## src/include/socfg_pkg.sv

```systemverilog
/*
 * Register map, reset values and field positions of the output
 * synthesizer configuration bank.
 * Assumes a 32-bit APB master; each register index sits at byte address 4*index.
 */
`default_nettype none
package socfg_pkg;

    // ************************************************************
    // Register indices (byte address is four times the index)
    // ************************************************************
    localparam logic [7:0] IDX_PRIO_01 = 8'h31;
    localparam logic [7:0] IDX_PRIO_23 = 8'h32;
    localparam logic [7:0] IDX_PRIO_45 = 8'h33;
    localparam logic [7:0] IDX_PRIO_67 = 8'h34;
    localparam logic [7:0] IDX_LOCK_STATE = 8'h35;
    localparam logic [7:0] IDX_A_ENABLES = 8'h36;
    localparam logic [7:0] IDX_A_GENERATE = 8'h37;
    localparam logic [7:0] IDX_A_MULT_LOW = 8'h38;
    localparam logic [7:0] IDX_A_MULT_HIGH = 8'h39;
    localparam logic [7:0] IDX_A_CLKA_COARSE = 8'h3A;
    localparam logic [7:0] IDX_A_CLKB_DIVIDER = 8'h3B;
    localparam logic [7:0] IDX_A_CLKB_COARSE = 8'h3C;
    localparam logic [7:0] IDX_A_FINE = 8'h3D;
    localparam logic [7:0] IDX_A_PA_RATE = 8'h3E;
    localparam logic [7:0] IDX_A_PA_STYLE = 8'h3F;
    localparam logic [7:0] IDX_A_PA_SHIFT_LO = 8'h40;
    localparam logic [7:0] IDX_A_PA_SHIFT_MID = 8'h41;
    localparam logic [7:0] IDX_A_PA_SHIFT_HI = 8'h42;
    localparam logic [7:0] IDX_A_PB_RATE = 8'h43;
    localparam logic [7:0] IDX_A_PB_STYLE = 8'h44;
    localparam logic [7:0] IDX_A_PB_SHIFT_LO = 8'h45;
    localparam logic [7:0] IDX_A_PB_SHIFT_MID = 8'h46;
    localparam logic [7:0] IDX_A_PB_SHIFT_HI = 8'h47;
    localparam logic [7:0] IDX_B_ENABLES = 8'h48;
    localparam logic [7:0] IDX_B_GENERATE = 8'h49;
    localparam logic [7:0] IDX_B_MULT_LOW = 8'h4A;
    localparam logic [7:0] IDX_B_MULT_HIGH = 8'h4B;
    localparam logic [7:0] IDX_B_CLKA_COARSE = 8'h4C;
    localparam logic [7:0] IDX_B_CLKB_DIVIDER = 8'h4D;
    localparam logic [7:0] IDX_B_CLKB_COARSE = 8'h4E;
    localparam logic [7:0] IDX_B_FINE = 8'h4F;
    localparam logic [7:0] IDX_S_ENABLES = 8'h50;
    localparam logic [7:0] IDX_S_GENERATE = 8'h51;
    localparam logic [7:0] IDX_S_CLOCK_SEL = 8'h52;
    localparam logic [7:0] IDX_S_CLKA_COARSE = 8'h53;
    localparam logic [7:0] IDX_S_CLKB_COARSE = 8'h54;
    localparam logic [7:0] IDX_S_FINE = 8'h55;
    localparam int NREG = 37;

    // Interrupt registers
    localparam logic [7:0] IDX_IRQ_STATUS = 8'h80;
    localparam logic [7:0] IDX_IRQ_CLEAR = 8'h81;
    localparam logic [7:0] IDX_IRQ_ENABLE = 8'h82;

    // ************************************************************
    // Reset values, index 0x55 in the top byte, 0x31 in the bottom
    // ************************************************************
    localparam logic [NREG*8-1:0] REG_RESET = {
        8'h00, 8'h00, 8'h00, 8'h42, 8'h0F, 8'h8F,
        8'h00, 8'h00, 8'h3F, 8'h00, 8'h00, 8'hC1, 8'h03, 8'h83,
        8'h00, 8'h00, 8'h00, 8'h11, 8'h05,
        8'h00, 8'h00, 8'h00, 8'h83, 8'h05,
        8'h00, 8'h00, 8'h3E, 8'h00, 8'h01, 8'h00, 8'h0F, 8'h8F,
        8'h04, 8'h76, 8'h54, 8'h32, 8'h10};
    localparam logic [2:0] IRQ_ENABLE_RESET = 3'h0;

    // ************************************************************
    // Field positions
    // ************************************************************
    localparam int EN_SYNTH_BIT = 7;
    localparam int LOCK_BIT = 0;
    localparam int HOLDOVER_BIT = 1;
    localparam int FREERUN_BIT = 2;
    localparam int EV_LOCK_GAINED = 0;
    localparam int EV_LOCK_LOST = 1;
    localparam int EV_HOLDOVER = 2;

endpackage : socfg_pkg
`default_nettype wire

```

## src/hw/socfg_regs.sv

```systemverilog
/*
 * APB register bank for the secondary tracking loop, synth_a, synth_b
 * and the SONET path outputs, with lock-event interrupts.
 * Assumes an APB master on CORE_CLK and loop status levels from another domain.
 */
`timescale 1ns/1ps
`default_nettype none

// Function
// - Four registers hold two priority values each for references zero to seven.
// - Read-only lock and holdover status of the secondary loop, reset 04.
// - synth_a enable register gates two clocks, two pulses, synthesizer, source.
// - synth_a run register controls generation of its clocks and pulses.
// - synth_a first clock is N times 8 kHz, 14-bit N over two registers.
// - synth_a first pulse has a 22-bit offset, fine low and coarse high.
// - synth_a second pulse has its own 22-bit offset in three registers.
// - synth_a second clock divider register, reset 3E, plus coarse phase per clock.
// - Each output path has a fine alignment register reset to zero.
// - Each synth_a pulse has rate and style registers with given resets.
// - synth_b enable register gates two clocks, synthesizer and source.
// - synth_b run register controls generation of its two clocks.
// - synth_b first clock N times 8 kHz, reset C1 low, 00 high.
// - SONET path enable register gates two clocks, two pulses and PLL.
// - SONET path run register controls its clocks and pulses.
// - One shared register selects both SONET path clock frequencies.
// - Each SONET and synth_b clock has a coarse phase register.
module socfg_regs #(
    parameter int ADDR_W = 12
) (
    input wire logic CORE_CLK,
    input wire logic RST,
    input wire logic PSEL,
    input wire logic PENABLE,
    input wire logic PWRITE,
    input wire logic [ADDR_W-1:0] PADDR,
    input wire logic [31:0] PWDATA,
    output logic PREADY,
    output logic [31:0] PRDATA,
    output logic PSLVERR,
    input wire logic LOOP_LOCKED,
    input wire logic LOOP_HOLDOVER,
    output logic IRQ,
    output logic [31:0] LOOP_PRIORITIES,
    output logic [3:0] SYNTH_A_RUNNING,
    output logic [3:0] SYNTH_A_HOLD,
    output logic [2:0] SYNTH_A_SOURCE,
    output logic [13:0] SYNTH_A_MULT,
    output logic [21:0] SYNTH_A_PULSE_A_SHIFT,
    output logic [21:0] SYNTH_A_PULSE_B_SHIFT,
    output logic [31:0] SYNTH_A_PULSE_RATE_STYLE,
    output logic [15:0] CLOCK_DIVIDERS,
    output logic [47:0] COARSE_PHASES,
    output logic [23:0] FINE_ALIGNS,
    output logic [1:0] SYNTH_B_RUNNING,
    output logic [1:0] SYNTH_B_HOLD,
    output logic [2:0] SYNTH_B_SOURCE,
    output logic [13:0] SYNTH_B_MULT,
    output logic [3:0] SONET_RUNNING,
    output logic [3:0] SONET_HOLD,
    output logic [7:0] SONET_CLOCK_SELECT
);

    // ************************************************************
    // State
    // ************************************************************
    typedef struct packed {
        logic [socfg_pkg::NREG-1:0][7:0] regs;
        logic [1:0] sync_a;
        logic [1:0] sync_b;
        logic [2:0] lock_prev;
        logic [2:0] irq_status;
        logic [2:0] irq_enable;
        logic irq;
        logic pready;
        logic [31:0] prdata;
        logic pslverr;
        logic [3:0] a_run;
        logic [3:0] a_hold;
        logic [1:0] b_run;
        logic [1:0] b_hold;
        logic [3:0] s_run;
        logic [3:0] s_hold;
    } socfg_state_s;

    typedef enum {
        SOCFG_MISS,
        SOCFG_BANK,
        SOCFG_IRQ_STAT,
        SOCFG_IRQ_CLR,
        SOCFG_IRQ_EN
    } socfg_target_e;

    socfg_state_s st;
    socfg_state_s next_st;

    // ************************************************************
    // Helpers
    // ************************************************************
    function automatic socfg_target_e decode(input logic [ADDR_W-1:0] addr);
        logic [7:0] idx;
        idx = addr[9:2];
        if (addr[1:0] != 2'b00 || addr[ADDR_W-1:10] != '0) begin
            return SOCFG_MISS;
        end
        if (idx >= socfg_pkg::IDX_PRIO_01 && idx <= socfg_pkg::IDX_S_FINE) begin
            return SOCFG_BANK;
        end
        if (idx == socfg_pkg::IDX_IRQ_STATUS) begin
            return SOCFG_IRQ_STAT;
        end
        if (idx == socfg_pkg::IDX_IRQ_CLEAR) begin
            return SOCFG_IRQ_CLR;
        end
        if (idx == socfg_pkg::IDX_IRQ_ENABLE) begin
            return SOCFG_IRQ_EN;
        end
        return SOCFG_MISS;
    endfunction

    function automatic int slot(input logic [7:0] idx);
        return int'(idx - socfg_pkg::IDX_PRIO_01);
    endfunction

    // Running when synthesizer, output and run bit all set; held when run is clear
    function automatic logic [3:0] running(input logic [7:0] en, input logic [7:0] gen);
        return en[socfg_pkg::EN_SYNTH_BIT] ? (en[3:0] & gen[3:0]) : 4'h0;
    endfunction

    function automatic logic [3:0] holding(input logic [7:0] en, input logic [7:0] gen);
        return en[socfg_pkg::EN_SYNTH_BIT] ? (en[3:0] & ~gen[3:0]) : 4'h0;
    endfunction

    // ************************************************************
    // Next state
    // ************************************************************
    always_comb begin
        socfg_target_e tgt;
        logic [7:0] idx;
        logic [2:0] lock_now;
        logic [2:0] events;
        logic [3:0] tmp;
        tgt = SOCFG_MISS;
        idx = 8'h00;
        lock_now = 3'h0;
        events = 3'h0;
        tmp = 4'h0;
        next_st = st;
        tgt = decode(PADDR);
        idx = PADDR[9:2];

        // Loop status crosses in through two flops
        next_st.sync_a = {LOOP_HOLDOVER, LOOP_LOCKED};
        next_st.sync_b = st.sync_a;
        lock_now = 3'h0;
        lock_now[socfg_pkg::LOCK_BIT] = st.sync_b[0];
        lock_now[socfg_pkg::HOLDOVER_BIT] = st.sync_b[1] & ~st.sync_b[0];
        lock_now[socfg_pkg::FREERUN_BIT] = ~st.sync_b[0] & ~st.sync_b[1];
        next_st.regs[slot(socfg_pkg::IDX_LOCK_STATE)] = {5'h00, lock_now};
        next_st.lock_prev = lock_now;

        events = 3'h0;
        events[socfg_pkg::EV_LOCK_GAINED] = lock_now[socfg_pkg::LOCK_BIT] & ~st.lock_prev[socfg_pkg::LOCK_BIT];
        events[socfg_pkg::EV_LOCK_LOST] = ~lock_now[socfg_pkg::LOCK_BIT] & st.lock_prev[socfg_pkg::LOCK_BIT];
        events[socfg_pkg::EV_HOLDOVER] = lock_now[socfg_pkg::HOLDOVER_BIT]
            & ~st.lock_prev[socfg_pkg::HOLDOVER_BIT];

        // APB: one wait state, effect at the edge that samples pready high
        next_st.pready = PSEL & PENABLE & ~st.pready;
        next_st.pslverr = 1'b0;
        if (PSEL && PENABLE && !st.pready) begin
            next_st.pslverr = (tgt == SOCFG_MISS);
            next_st.prdata = 32'h0000_0000;
            if (!PWRITE) begin
                unique case (tgt)
                    SOCFG_BANK: next_st.prdata[7:0] = st.regs[slot(idx)];
                    SOCFG_IRQ_STAT: next_st.prdata[2:0] = st.irq_status;
                    SOCFG_IRQ_EN: next_st.prdata[2:0] = st.irq_enable;
                    SOCFG_IRQ_CLR, SOCFG_MISS: next_st.prdata = 32'h0000_0000;
                endcase
            end
        end

        if (PSEL && PENABLE && st.pready && PWRITE) begin
            unique case (tgt)
                SOCFG_BANK: begin
                    // Status register ignores writes
                    if (idx != socfg_pkg::IDX_LOCK_STATE) begin
                        next_st.regs[slot(idx)] = PWDATA[7:0];
                    end
                end
                SOCFG_IRQ_CLR: next_st.irq_status = st.irq_status & ~PWDATA[2:0];
                SOCFG_IRQ_EN: next_st.irq_enable = PWDATA[2:0];
                SOCFG_IRQ_STAT, SOCFG_MISS: next_st.irq_enable = st.irq_enable;
            endcase
        end

        // Set wins over a clear in the same cycle
        next_st.irq_status = next_st.irq_status | events;
        next_st.irq = |(next_st.irq_status & next_st.irq_enable);

        // Output gating follows the stored enable and run bytes
        next_st.a_run = running(next_st.regs[slot(socfg_pkg::IDX_A_ENABLES)],
            next_st.regs[slot(socfg_pkg::IDX_A_GENERATE)]);
        next_st.a_hold = holding(next_st.regs[slot(socfg_pkg::IDX_A_ENABLES)],
            next_st.regs[slot(socfg_pkg::IDX_A_GENERATE)]);
        tmp = running(next_st.regs[slot(socfg_pkg::IDX_B_ENABLES)],
            next_st.regs[slot(socfg_pkg::IDX_B_GENERATE)]);
        next_st.b_run = tmp[1:0];
        tmp = holding(next_st.regs[slot(socfg_pkg::IDX_B_ENABLES)],
            next_st.regs[slot(socfg_pkg::IDX_B_GENERATE)]);
        next_st.b_hold = tmp[1:0];
        next_st.s_run = running(next_st.regs[slot(socfg_pkg::IDX_S_ENABLES)],
            next_st.regs[slot(socfg_pkg::IDX_S_GENERATE)]);
        next_st.s_hold = holding(next_st.regs[slot(socfg_pkg::IDX_S_ENABLES)],
            next_st.regs[slot(socfg_pkg::IDX_S_GENERATE)]);
    end

    // ************************************************************
    // Registers
    // ************************************************************
    always_ff @(posedge CORE_CLK or posedge RST) begin
        if (RST) begin
            st <= '0;
            st.regs <= socfg_pkg::REG_RESET;
            st.irq_enable <= socfg_pkg::IRQ_ENABLE_RESET;
            st.lock_prev <= 3'h4;
            st.a_run <= 4'hF;
            st.b_run <= 2'h3;
            st.s_run <= 4'hF;
        end else begin
            st <= next_st;
        end
    end

    // ************************************************************
    // Outputs, all straight from state flops
    // ************************************************************
    assign PREADY = st.pready;
    assign PRDATA = st.prdata;
    assign PSLVERR = st.pslverr;
    assign IRQ = st.irq;
    assign LOOP_PRIORITIES = {st.regs[slot(socfg_pkg::IDX_PRIO_67)], st.regs[slot(socfg_pkg::IDX_PRIO_45)],
        st.regs[slot(socfg_pkg::IDX_PRIO_23)], st.regs[slot(socfg_pkg::IDX_PRIO_01)]};
    assign SYNTH_A_RUNNING = st.a_run;
    assign SYNTH_A_HOLD = st.a_hold;
    assign SYNTH_A_SOURCE = st.regs[slot(socfg_pkg::IDX_A_ENABLES)][6:4];
    assign SYNTH_A_MULT = {st.regs[slot(socfg_pkg::IDX_A_MULT_HIGH)][5:0],
        st.regs[slot(socfg_pkg::IDX_A_MULT_LOW)]};
    // Low 16 bits count fast-clock periods, top 6 count whole 8 kHz frames
    assign SYNTH_A_PULSE_A_SHIFT = {st.regs[slot(socfg_pkg::IDX_A_PA_SHIFT_HI)][5:0],
        st.regs[slot(socfg_pkg::IDX_A_PA_SHIFT_MID)],
        st.regs[slot(socfg_pkg::IDX_A_PA_SHIFT_LO)]};
    assign SYNTH_A_PULSE_B_SHIFT = {st.regs[slot(socfg_pkg::IDX_A_PB_SHIFT_HI)][5:0],
        st.regs[slot(socfg_pkg::IDX_A_PB_SHIFT_MID)],
        st.regs[slot(socfg_pkg::IDX_A_PB_SHIFT_LO)]};
    assign SYNTH_A_PULSE_RATE_STYLE = {st.regs[slot(socfg_pkg::IDX_A_PB_STYLE)],
        st.regs[slot(socfg_pkg::IDX_A_PB_RATE)], st.regs[slot(socfg_pkg::IDX_A_PA_STYLE)],
        st.regs[slot(socfg_pkg::IDX_A_PA_RATE)]};
    assign CLOCK_DIVIDERS = {st.regs[slot(socfg_pkg::IDX_B_CLKB_DIVIDER)],
        st.regs[slot(socfg_pkg::IDX_A_CLKB_DIVIDER)]};
    assign COARSE_PHASES = {st.regs[slot(socfg_pkg::IDX_S_CLKB_COARSE)],
        st.regs[slot(socfg_pkg::IDX_S_CLKA_COARSE)],
        st.regs[slot(socfg_pkg::IDX_B_CLKB_COARSE)], st.regs[slot(socfg_pkg::IDX_B_CLKA_COARSE)],
        st.regs[slot(socfg_pkg::IDX_A_CLKB_COARSE)],
        st.regs[slot(socfg_pkg::IDX_A_CLKA_COARSE)]};
    assign FINE_ALIGNS = {st.regs[slot(socfg_pkg::IDX_S_FINE)], st.regs[slot(socfg_pkg::IDX_B_FINE)],
        st.regs[slot(socfg_pkg::IDX_A_FINE)]};
    assign SYNTH_B_RUNNING = st.b_run;
    assign SYNTH_B_HOLD = st.b_hold;
    assign SYNTH_B_SOURCE = st.regs[slot(socfg_pkg::IDX_B_ENABLES)][6:4];
    assign SYNTH_B_MULT = {st.regs[slot(socfg_pkg::IDX_B_MULT_HIGH)][5:0],
        st.regs[slot(socfg_pkg::IDX_B_MULT_LOW)]};
    assign SONET_RUNNING = st.s_run;
    assign SONET_HOLD = st.s_hold;
    assign SONET_CLOCK_SELECT = st.regs[slot(socfg_pkg::IDX_S_CLOCK_SEL)];

endmodule // socfg_regs
`default_nettype wire

```

## config.mk

```make
export PLATFORM = sky130hd
export DESIGN_NAME = socfg_regs
export DESIGN_NICKNAME = d
export VERILOG_FILES = /design/src/include/socfg_pkg.sv /design/src/hw/socfg_regs.sv
export SDC_FILE = /design/constraint.sdc
export NUM_CORES = 1
export LEC_CHECK = 0
export BUFFER_PORTS_ARGS = -buffer_cell sky130_fd_sc_hd__clkbuf_2
export CORE_AREA = 4 4 189 191
export DETAILED_ROUTE_END_ITERATION = 10
export DIE_AREA = 0 0 193 195
export PLACE_DENSITY_LB_ADDON = 0.15
export SLEW_MARGIN = 20
export SYNTH_ARGS = -nofsm -noshare
export SYNTH_HDL_FRONTEND = slang
export SYNTH_SLANG_ARGS = --single-unit
```

## constraint.sdc

```tcl
create_clock -name CORE_CLK -period 13.8 [get_ports CORE_CLK]
set_input_delay 0.69 -clock CORE_CLK [delete_from_list [all_inputs] [get_ports CORE_CLK]]
set_output_delay 0.69 -clock CORE_CLK [all_outputs]
set_load 0.01 [all_outputs]
```

==> After elaboration in Yosys (flattened, before gate mapping) <==
Index checks and enable logic that the tools add are counted.
{ "totals": {"regBits": 339, "elab_cells": 157} }
{ "classes": {"n_addsub": 1, "magnitude_cmp": 4, "eq_ne": 8, "muxes": 46, "bitwise_logic": 25, "n_reduce_logical": 15} }
{ "ops": {"columns": ["operator", "count"], "rows": [
  ["2-to-1 mux 260 bit", 3],
  ["bitwise mux 296 bit", 1],
  ["2-to-1 mux 32 bit", 8],
  ["equality test 32 x 2 -> 1 bit (second input constant)", 2],
  ["zero test 32 bit", 2],
  ["binary-select mux 8 bit (select 6 bit)", 1],
  ["demux 8 bit (select 6 bit)", 1],
  ["equality test 32 x 1 -> 1 bit (second input constant)", 1],
  ["equality test 32 x 3 -> 1 bit (second input constant)", 1],
  ["2-to-1 mux 8 bit", 4],
  ["equality test 8 bit (second input constant)", 3],
  ["2-to-1 mux 1 bit", 17],
  ["AND 4 bit", 4],
  ["2-to-1 mux 4 bit", 4],
  ["case mux 3 bit (4 select lines)", 1],
  [">= comparator 9 x 1 -> 1 bit (second input constant)", 1],
  ["< comparator 9 x 8 -> 1 bit (second input constant)", 1],
  ["subtractor 8 x 6 -> 9 bit (second input constant)", 1],
  [">= comparator 8 x 6 -> 1 bit (second input constant)", 1],
  ["<= comparator 8 x 7 -> 1 bit (second input constant)", 1],
  ["inequality test 8 x 6 -> 1 bit (second input constant)", 1],
  ["inverter 4 bit", 2],
  ["AND 1 bit", 7],
  ["AND 3 bit", 2],
  ["other kinds (16)", 29]
]} }

==> Depth between registers and ports, before layout <==
{ "logic_depth": {"word_depth": 24, "ltp_mapped": 16, "depth_no_buf": 9} }

==> Worst setup path before layout <==
No wires, ideal clock.
{ "synth_timing": {"path_kind": "input to register", "from": "in PADDR[2]", "to": "reg st, in the netlist SYNTH_A_SOURCE[2]", "arrival_time_ps": 3751, "setup_slack_ps": 9921, "stages": 13, "path_buffers": 6, "cell_sequence": "buf_2 > buf_2 > clkinv_1 > clkbuf_1 > ha_1 > buf_2 > o21bai_1 > a211o_1 > a21bo_1 > or4_1 > buf_2 > buf_2 > mux2_1"} }
{ "synth_between": {"elab_chain_len": 13} }
{ "synth_lines": {"columns": ["item", "line", "source"], "rows": [
  ["from (decl)", "socfg_regs.sv:35", "input wire logic [ADDR_W-1:0] PADDR,"],
  [">= comparator 8 x 6 -> 1 bit, or another cell as far along", "socfg_regs.sv:105", "if (idx >= socfg_pkg::IDX_PRIO_01 && idx <= socfg_pkg::IDX_S_FINE) begin"],
  ["logical AND 1 bit / 2-to-1 mux 1 bit (equally long branches)", "socfg_regs.sv:105, socfg_regs.sv:114", null],
  ["2-to-1 mux 1 bit (on tied branches)", "socfg_regs.sv:105, socfg_regs.sv:114", null],
  ["2-to-1 mux 32 bit / 2-to-1 mux 1 bit (equally long branches)", "socfg_regs.sv:108, socfg_regs.sv:111", null],
  ["2-to-1 mux 32 bit / 2-to-1 mux 1 bit (equally long branches)", "socfg_regs.sv:111, socfg_regs.sv:108", null],
  ["2-to-1 mux 32 bit / 2-to-1 mux 1 bit (equally long branches)", "socfg_regs.sv:114, socfg_regs.sv:105", null],
  ["2-to-1 mux 32 bit", "socfg_regs.sv:117", "return SOCFG_MISS;"],
  ["2-to-1 mux 32 bit", "socfg_regs.sv:114", "if (idx == socfg_pkg::IDX_IRQ_ENABLE) begin"],
  ["2-to-1 mux 32 bit", "socfg_regs.sv:111", "if (idx == socfg_pkg::IDX_IRQ_CLEAR) begin"],
  ["2-to-1 mux 32 bit", "socfg_regs.sv:108", "if (idx == socfg_pkg::IDX_IRQ_STATUS) begin"],
  ["2-to-1 mux 32 bit", "socfg_regs.sv:105", null],
  ["equality test 32 x 1 -> 1 bit", "socfg_regs.sv:184", "unique case (tgt)"],
  ["AND reduction 3 bit (no source line)", null, null],
  ["to (signal assigned)", "socfg_regs.sv:231", "st <= next_st;"],
  ["to (decl)", "socfg_regs.sv:93", "socfg_state_s st;"]
]} }
Parallel ways exist; a longest one is shown, timed or not. The select of a mux whose other input is x is not followed.
A chain may end at the register's enable or synchronous reset.

==> Worst setup path after layout <==
{ "layout_timing": {"from": "in PADDR[2]", "to": "reg st, in the netlist PRDATA[2]"} }
{ "layout_between": {"elab_chain_len": 15} }
{ "layout_lines": {"columns": ["item", "line", "source"], "rows": [
  [">= comparator 8 x 6 -> 1 bit, or another cell as far along", "socfg_regs.sv:105", null],
  ["logical AND 1 bit / 2-to-1 mux 1 bit (equally long branches)", "socfg_regs.sv:105, socfg_regs.sv:114", null],
  ["2-to-1 mux 1 bit (on tied branches)", "socfg_regs.sv:105, socfg_regs.sv:114", null],
  ["2-to-1 mux 32 bit / 2-to-1 mux 1 bit (equally long branches)", "socfg_regs.sv:108, socfg_regs.sv:111", null],
  ["2-to-1 mux 32 bit / 2-to-1 mux 1 bit (equally long branches)", "socfg_regs.sv:111, socfg_regs.sv:108", null],
  ["2-to-1 mux 32 bit / 2-to-1 mux 1 bit (equally long branches)", "socfg_regs.sv:114, socfg_regs.sv:105", null],
  ["2-to-1 mux 32 bit", "socfg_regs.sv:117", null],
  ["2-to-1 mux 32 bit", "socfg_regs.sv:114", null],
  ["2-to-1 mux 32 bit", "socfg_regs.sv:111", null],
  ["2-to-1 mux 32 bit", "socfg_regs.sv:108", null],
  ["2-to-1 mux 32 bit", "socfg_regs.sv:105", null],
  ["equality test 32 x 2 -> 1 bit / zero test 32 bit (equally long branches)", "socfg_regs.sv:174", "unique case (tgt)"],
  ["OR reduction 2 bit", "socfg_regs.sv:174", null],
  ["case mux 3 bit (4 select lines) (*)", "socfg_regs.sv:174", null],
  ["2-to-1 mux 8 bit (*)", "socfg_regs.sv:173", "if (!PWRITE) begin"]
]} }
Mark *: on every way between the ends. The rest lies on a longest branch, timed or not. The select of a mux whose other input is x is not followed.

==> out/summary.json <==
{
  "status": {"value": "finished clean"},
  "clock-root-buffer": {"value": "sky130_fd_sc_hd__clkbuf_16"},
  "post_cts.repair.setup_buffers": {"value": 0},
  "asyncSetResetFlopFracSynth": {"value": 100, "unit": "%"},
  "report.final.hold_viol_count": {"value": 0},
  "timing.final.ws_setup": {"value": 9.24, "unit": "ns"},
  "gr-total-overflow": {"value": 0},
  "r2r-end": {"value": "SYNTH_A_PULSE_RATE_STYLE[7]"},
  "detailed_place_hpwl": {"value": 37.7, "unit": "mm"},
  "antenna_violations_before_repair": {"value": 0},
  "totalWireLength": {"value": 55.5, "unit": "mm"},
  "max-slew-margin-rel": {"value": 32.8, "unit": "%"},
  "netlist_instances": {"value": 1658},
  "worstSetupEndpoint": {"value": "PRDATA[2]"},
  "dpl_worst_slack": {"value": 8.76, "unit": "ns"},
  "final_worst_path_period_need": {"value": 4.56, "unit": "ns"},
  "insertedDiodeCount": {"value": 0},
  "r2r_slack": {"value": 10.92, "unit": "ns"},
  "total_via_count_in_the_routed_design": {"value": 12585},
  "synth_top_cells_by_count": {"value": "sky130_fd_sc_hd__buf_4 (294), sky130_fd_sc_hd__dfrtp_1 (267), sky130_fd_sc_hd__mux2_2 (244)"},
  "globalRouteTotalUtil": {"value": 29.0, "unit": "%"},
  "synthMostInstantiatedCell": {"value": "sky130_fd_sc_hd__buf_4"},
  "whs": {"value": 0.290, "unit": "ns"},
  "grt_first_pass_wirelength": {"value": 82.3, "unit": "mm"},
  "synth_compound_area_share": {"value": 7.11, "unit": "%"},
  "number_of_cell_rows": {"value": 68},
  "cp-startpoint": {"value": "PADDR[2]"},
  "reg2reg_from": {"value": "PREADY"},
  "clockBufferDepth": {"value": 3},
  "cp-start-kind": {"value": "primary input"},
  "timing.max_cap.violations": {"value": 0},
  "timing_worst_setup_path_type": {"value": "primary input to register"},
  "worst_ir_drop_vdd": {"value": 0.0873, "unit": "mV"},
  "first_drt_pass_iteration_count": {"value": 7},
  "place.gp.congestion": {"value": 0.862},
  "clock_sinks": {"value": 339},
  "die_width": {"value": 193, "unit": "um"},
  "clock_insertion_delay_worst_skew": {"value": 0.52, "unit": "ns"},
  "power_per_cell_area": {"value": 115, "unit": "mW/mm^2"},
  "grt_pass1_vias": {"value": 12679},
  "drtAntennaViolNets": {"value": 0},
  "synth.yosys.warnings": {"value": 0},
  "portBuffers": {"value": 295},
  "netlist_area": {"value": 0.0185, "unit": "mm^2"},
  "core_area": {"value": 0.0341, "unit": "mm^2"},
  "finalSetupViolCount": {"value": 0},
  "clock_skew": {"value": 0.0152, "unit": "ns"},
  "synth_cell_type_count": {"value": 84},
  "initial_utilization": {"value": 54.2, "unit": "%"},
  "via_to_cell_ratio": {"value": 5.91},
  "synth_top_family_by_area": {"value": "multiplexers"},
  "dr.first_iter.drc_count": {"value": 1027},
  "unrepaired_setup_endpoints_after_global_routing": {"value": "no"},
  "die-area": {"value": 0.0376, "unit": "mm^2"},
  "timing.setup.tns": {"value": 0, "unit": "ns"},
  "period_share": {"value": 33.1, "unit": "%"},
  "grt_start_max_net_pins": {"value": 112},
  "synth_register_bits": {"value": 339},
  "critical_path_peak_fanout": {"value": 67},
  "post-synth-top-area-cell": {"value": "sky130_fd_sc_hd__dfrtp_1"},
  "tightestPinTransition": {"value": 1.00, "unit": "ns"},
  "fmax": {"value": 219, "unit": "MHz"},
  "hold_crit_class": {"value": "primary input to asynchronous set/reset pin"},
  "worst_ep_required_time": {"value": 14.22, "unit": "ns"},
  "die_height": {"value": 195, "unit": "um"},
  "synth.top_cell.area_share": {"value": 36.1, "unit": "%"},
  "worst-r2r-cell-count": {"value": 6},
  "cts_made_buffers": {"value": 39},
  "static-leakage-power": {"value": 9.48, "unit": "nW"},
  "routed_wire_length_per_instance": {"value": 26.0, "unit": "um"},
  "worst_path_arrival": {"value": 4.98, "unit": "ns"},
  "post_synth.cell_area_avg": {"value": 11.1, "unit": "um^2"},
  "utilization": {"value": 57.4, "unit": "%"},
  "synth.area.mux_share": {"value": 21.0, "unit": "%"},
  "synth_simple_gate_area_share": {"value": 10.4, "unit": "%"},
  "synth_flop_cell": {"value": "sky130_fd_sc_hd__dfrtp_1"},
  "cts-resized-gates": {"value": 0},
  "drc": {"value": 0},
  "worst_setup_path_end_kind": {"value": "register"},
  "synth_area_leaders": {"value": "sky130_fd_sc_hd__dfrtp_1 (36%), sky130_fd_sc_hd__mux2_2 (15%), sky130_fd_sc_hd__buf_4 (12%)"},
  "clkTransAtPathRegs": {"value": 0.06, "unit": "ns"},
  "io-pin-count": {"value": 344},
  "report.final.slew_viol_count": {"value": 0},
  "num-nets-final": {"value": 1699},
  "fillCellCount": {"value": 2969},
  "synth_fa_ha_area_share": {"value": 0.203, "unit": "%"},
  "clock_tree.htree_level_count": {"value": 2},
  "power.total": {"value": 2.26, "unit": "mW"},
  "tritoncts": {"value": "built"},
  "cts.hold.buffers_added": {"value": 0},
  "areaGrowthSynthToFinish": {"value": 5.88, "unit": "%"},
  "synth-xor-area-share": {"value": 0.278, "unit": "%"},
  "edff_count_synth": {"value": 0},
  "drive_gt1_share": {"value": 45.9, "unit": "%"},
  "yosysSeqAreaShare": {"value": 46.4, "unit": "%"}
}
==> sequential cells by signal (all words and copies together), names as in the netlist, 8 cells and up <==
register / cells
SYNTH_B_MULT: 14
PRDATA: 8
FINE_ALIGNS: 24
st: 67
SONET_CLOCK_SELECT: 8
SYNTH_A_PULSE_B_SHIFT: 22
CLOCK_DIVIDERS: 16
SYNTH_A_PULSE_A_SHIFT: 22
LOOP_PRIORITIES: 32
COARSE_PHASES: 48
SYNTH_A_PULSE_RATE_STYLE: 32
SYNTH_A_MULT: 14
==> cells by family after synthesis <==
group	after synthesis
xor+xnor	5
compound gates	183
simple gates	399
mux	321
fa+ha+maj	3
other cells	1
buf+inv	407
flops	339
==> layout by cell type, fill, tap and decap left out, types with 6 or more instances in the layout <==
| master | instances |
|---|---|
| sky130_fd_sc_hd__a211oi_1 | 12 |
| sky130_fd_sc_hd__a21oi_1 | 11 |
| sky130_fd_sc_hd__a221oi_1 | 7 |
| sky130_fd_sc_hd__a31oi_1 | 16 |
| sky130_fd_sc_hd__a32o_1 | 6 |
| sky130_fd_sc_hd__a32oi_1 | 16 |
| sky130_fd_sc_hd__and2_1 | 13 |
| sky130_fd_sc_hd__and3_1 | 6 |
| sky130_fd_sc_hd__buf_4 | 16 |
| sky130_fd_sc_hd__clkbuf_1 | 6 |
| sky130_fd_sc_hd__clkbuf_16 | 41 |
| sky130_fd_sc_hd__clkbuf_2 | 295 |
| sky130_fd_sc_hd__clkbuf_8 | 13 |
| sky130_fd_sc_hd__clkinv_2 | 6 |
| sky130_fd_sc_hd__conb_1 | 24 |
| sky130_fd_sc_hd__dfrtp_1 | 267 |
| sky130_fd_sc_hd__dfstp_2 | 72 |
| sky130_fd_sc_hd__inv_1 | 14 |
| sky130_fd_sc_hd__mux2_2 | 244 |
| sky130_fd_sc_hd__mux2i_1 | 42 |
| sky130_fd_sc_hd__mux4_2 | 27 |
| sky130_fd_sc_hd__nand2_1 | 213 |
| sky130_fd_sc_hd__nand3_1 | 47 |
| sky130_fd_sc_hd__nand4_1 | 9 |
| sky130_fd_sc_hd__nor2_1 | 30 |
| sky130_fd_sc_hd__nor2_2 | 21 |
| sky130_fd_sc_hd__nor3_1 | 11 |
| sky130_fd_sc_hd__o211ai_1 | 6 |
| sky130_fd_sc_hd__o21ai_0 | 53 |
| sky130_fd_sc_hd__o22ai_1 | 6 |
| sky130_fd_sc_hd__o31ai_1 | 10 |
==> worst min-delay path by stage <==
| stage | startpoint | end | slack (ns) | depth (start not counted) |
|---|---|---|---|---|
| final | RST | SYNTH_A_PULSE_A_SHIFT[13] | 0.29 | 2 |
| after global routing | LOOP_HOLDOVER | next_st[65] | 0.29 | 1 |
| after CTS | LOOP_LOCKED | next_st[64] | 0.28 | 1 |
| after detailed placement | next_st[65] | st[65] | 0.34 | 0 |
| after global placement | next_st[65] | st[65] | 0.34 | 0 |
| after floorplan | next_st[64] | next_st[61] | 0.33 | 0 |
==> metal layers <==
layer	track usage, %	part of all wire [%]	wire length, um
met5	0	0	0
met4	8.08	2.9	1620
met3	7.78	8.9	4950
met2	45.5	47	26000
met1	40.0	41	22900
==> critical path, cell delays in order <==
cell and delay [ns]:
sky130_fd_sc_hd__clkbuf_2 0.11, sky130_fd_sc_hd__clkinv_1 0.05, sky130_fd_sc_hd__buf_4 0.25, sky130_fd_sc_hd__ha_2 0.37, sky130_fd_sc_hd__xnor2_4 0.69, sky130_fd_sc_hd__buf_4 0.80
sky130_fd_sc_hd__mux2i_1 0.19, sky130_fd_sc_hd__a32oi_1 0.33, sky130_fd_sc_hd__a31oi_1 0.20, sky130_fd_sc_hd__a2111oi_0 0.69, sky130_fd_sc_hd__a21oi_1 0.23, sky130_fd_sc_hd__o21ai_0 0.25
==> layout make-up <==
cell class	count	area (um^2)	share of cell area (%)
multi-input cells	935	7340	37.5
well taps	455	569	2.91
flip-flops and latches	339	8570	43.8
repair buffers	313	1630	8.32
inverters	17	71.3	0.364
clock inverters	11	158	0.806
clock buffers	60	1230	6.27
==> power by group <==
group          total [mW]  internal (mW)  switching (mW)
sequential          0.998          0.997        0.000848
clock                1.10          0.686           0.410
combinational       0.162         0.0382           0.124
==> metrics by stage <==
stage / instances / instance area, um^2
after floorplan: 1681 / 18600
after global placement: 2058 / 18200
after detailed placement: 2058 / 18200
after CTS: 2129 / 19500
after global routing: 2130 / 19600
final: 2130 / 19600
(Power assumes the default switching activity.)
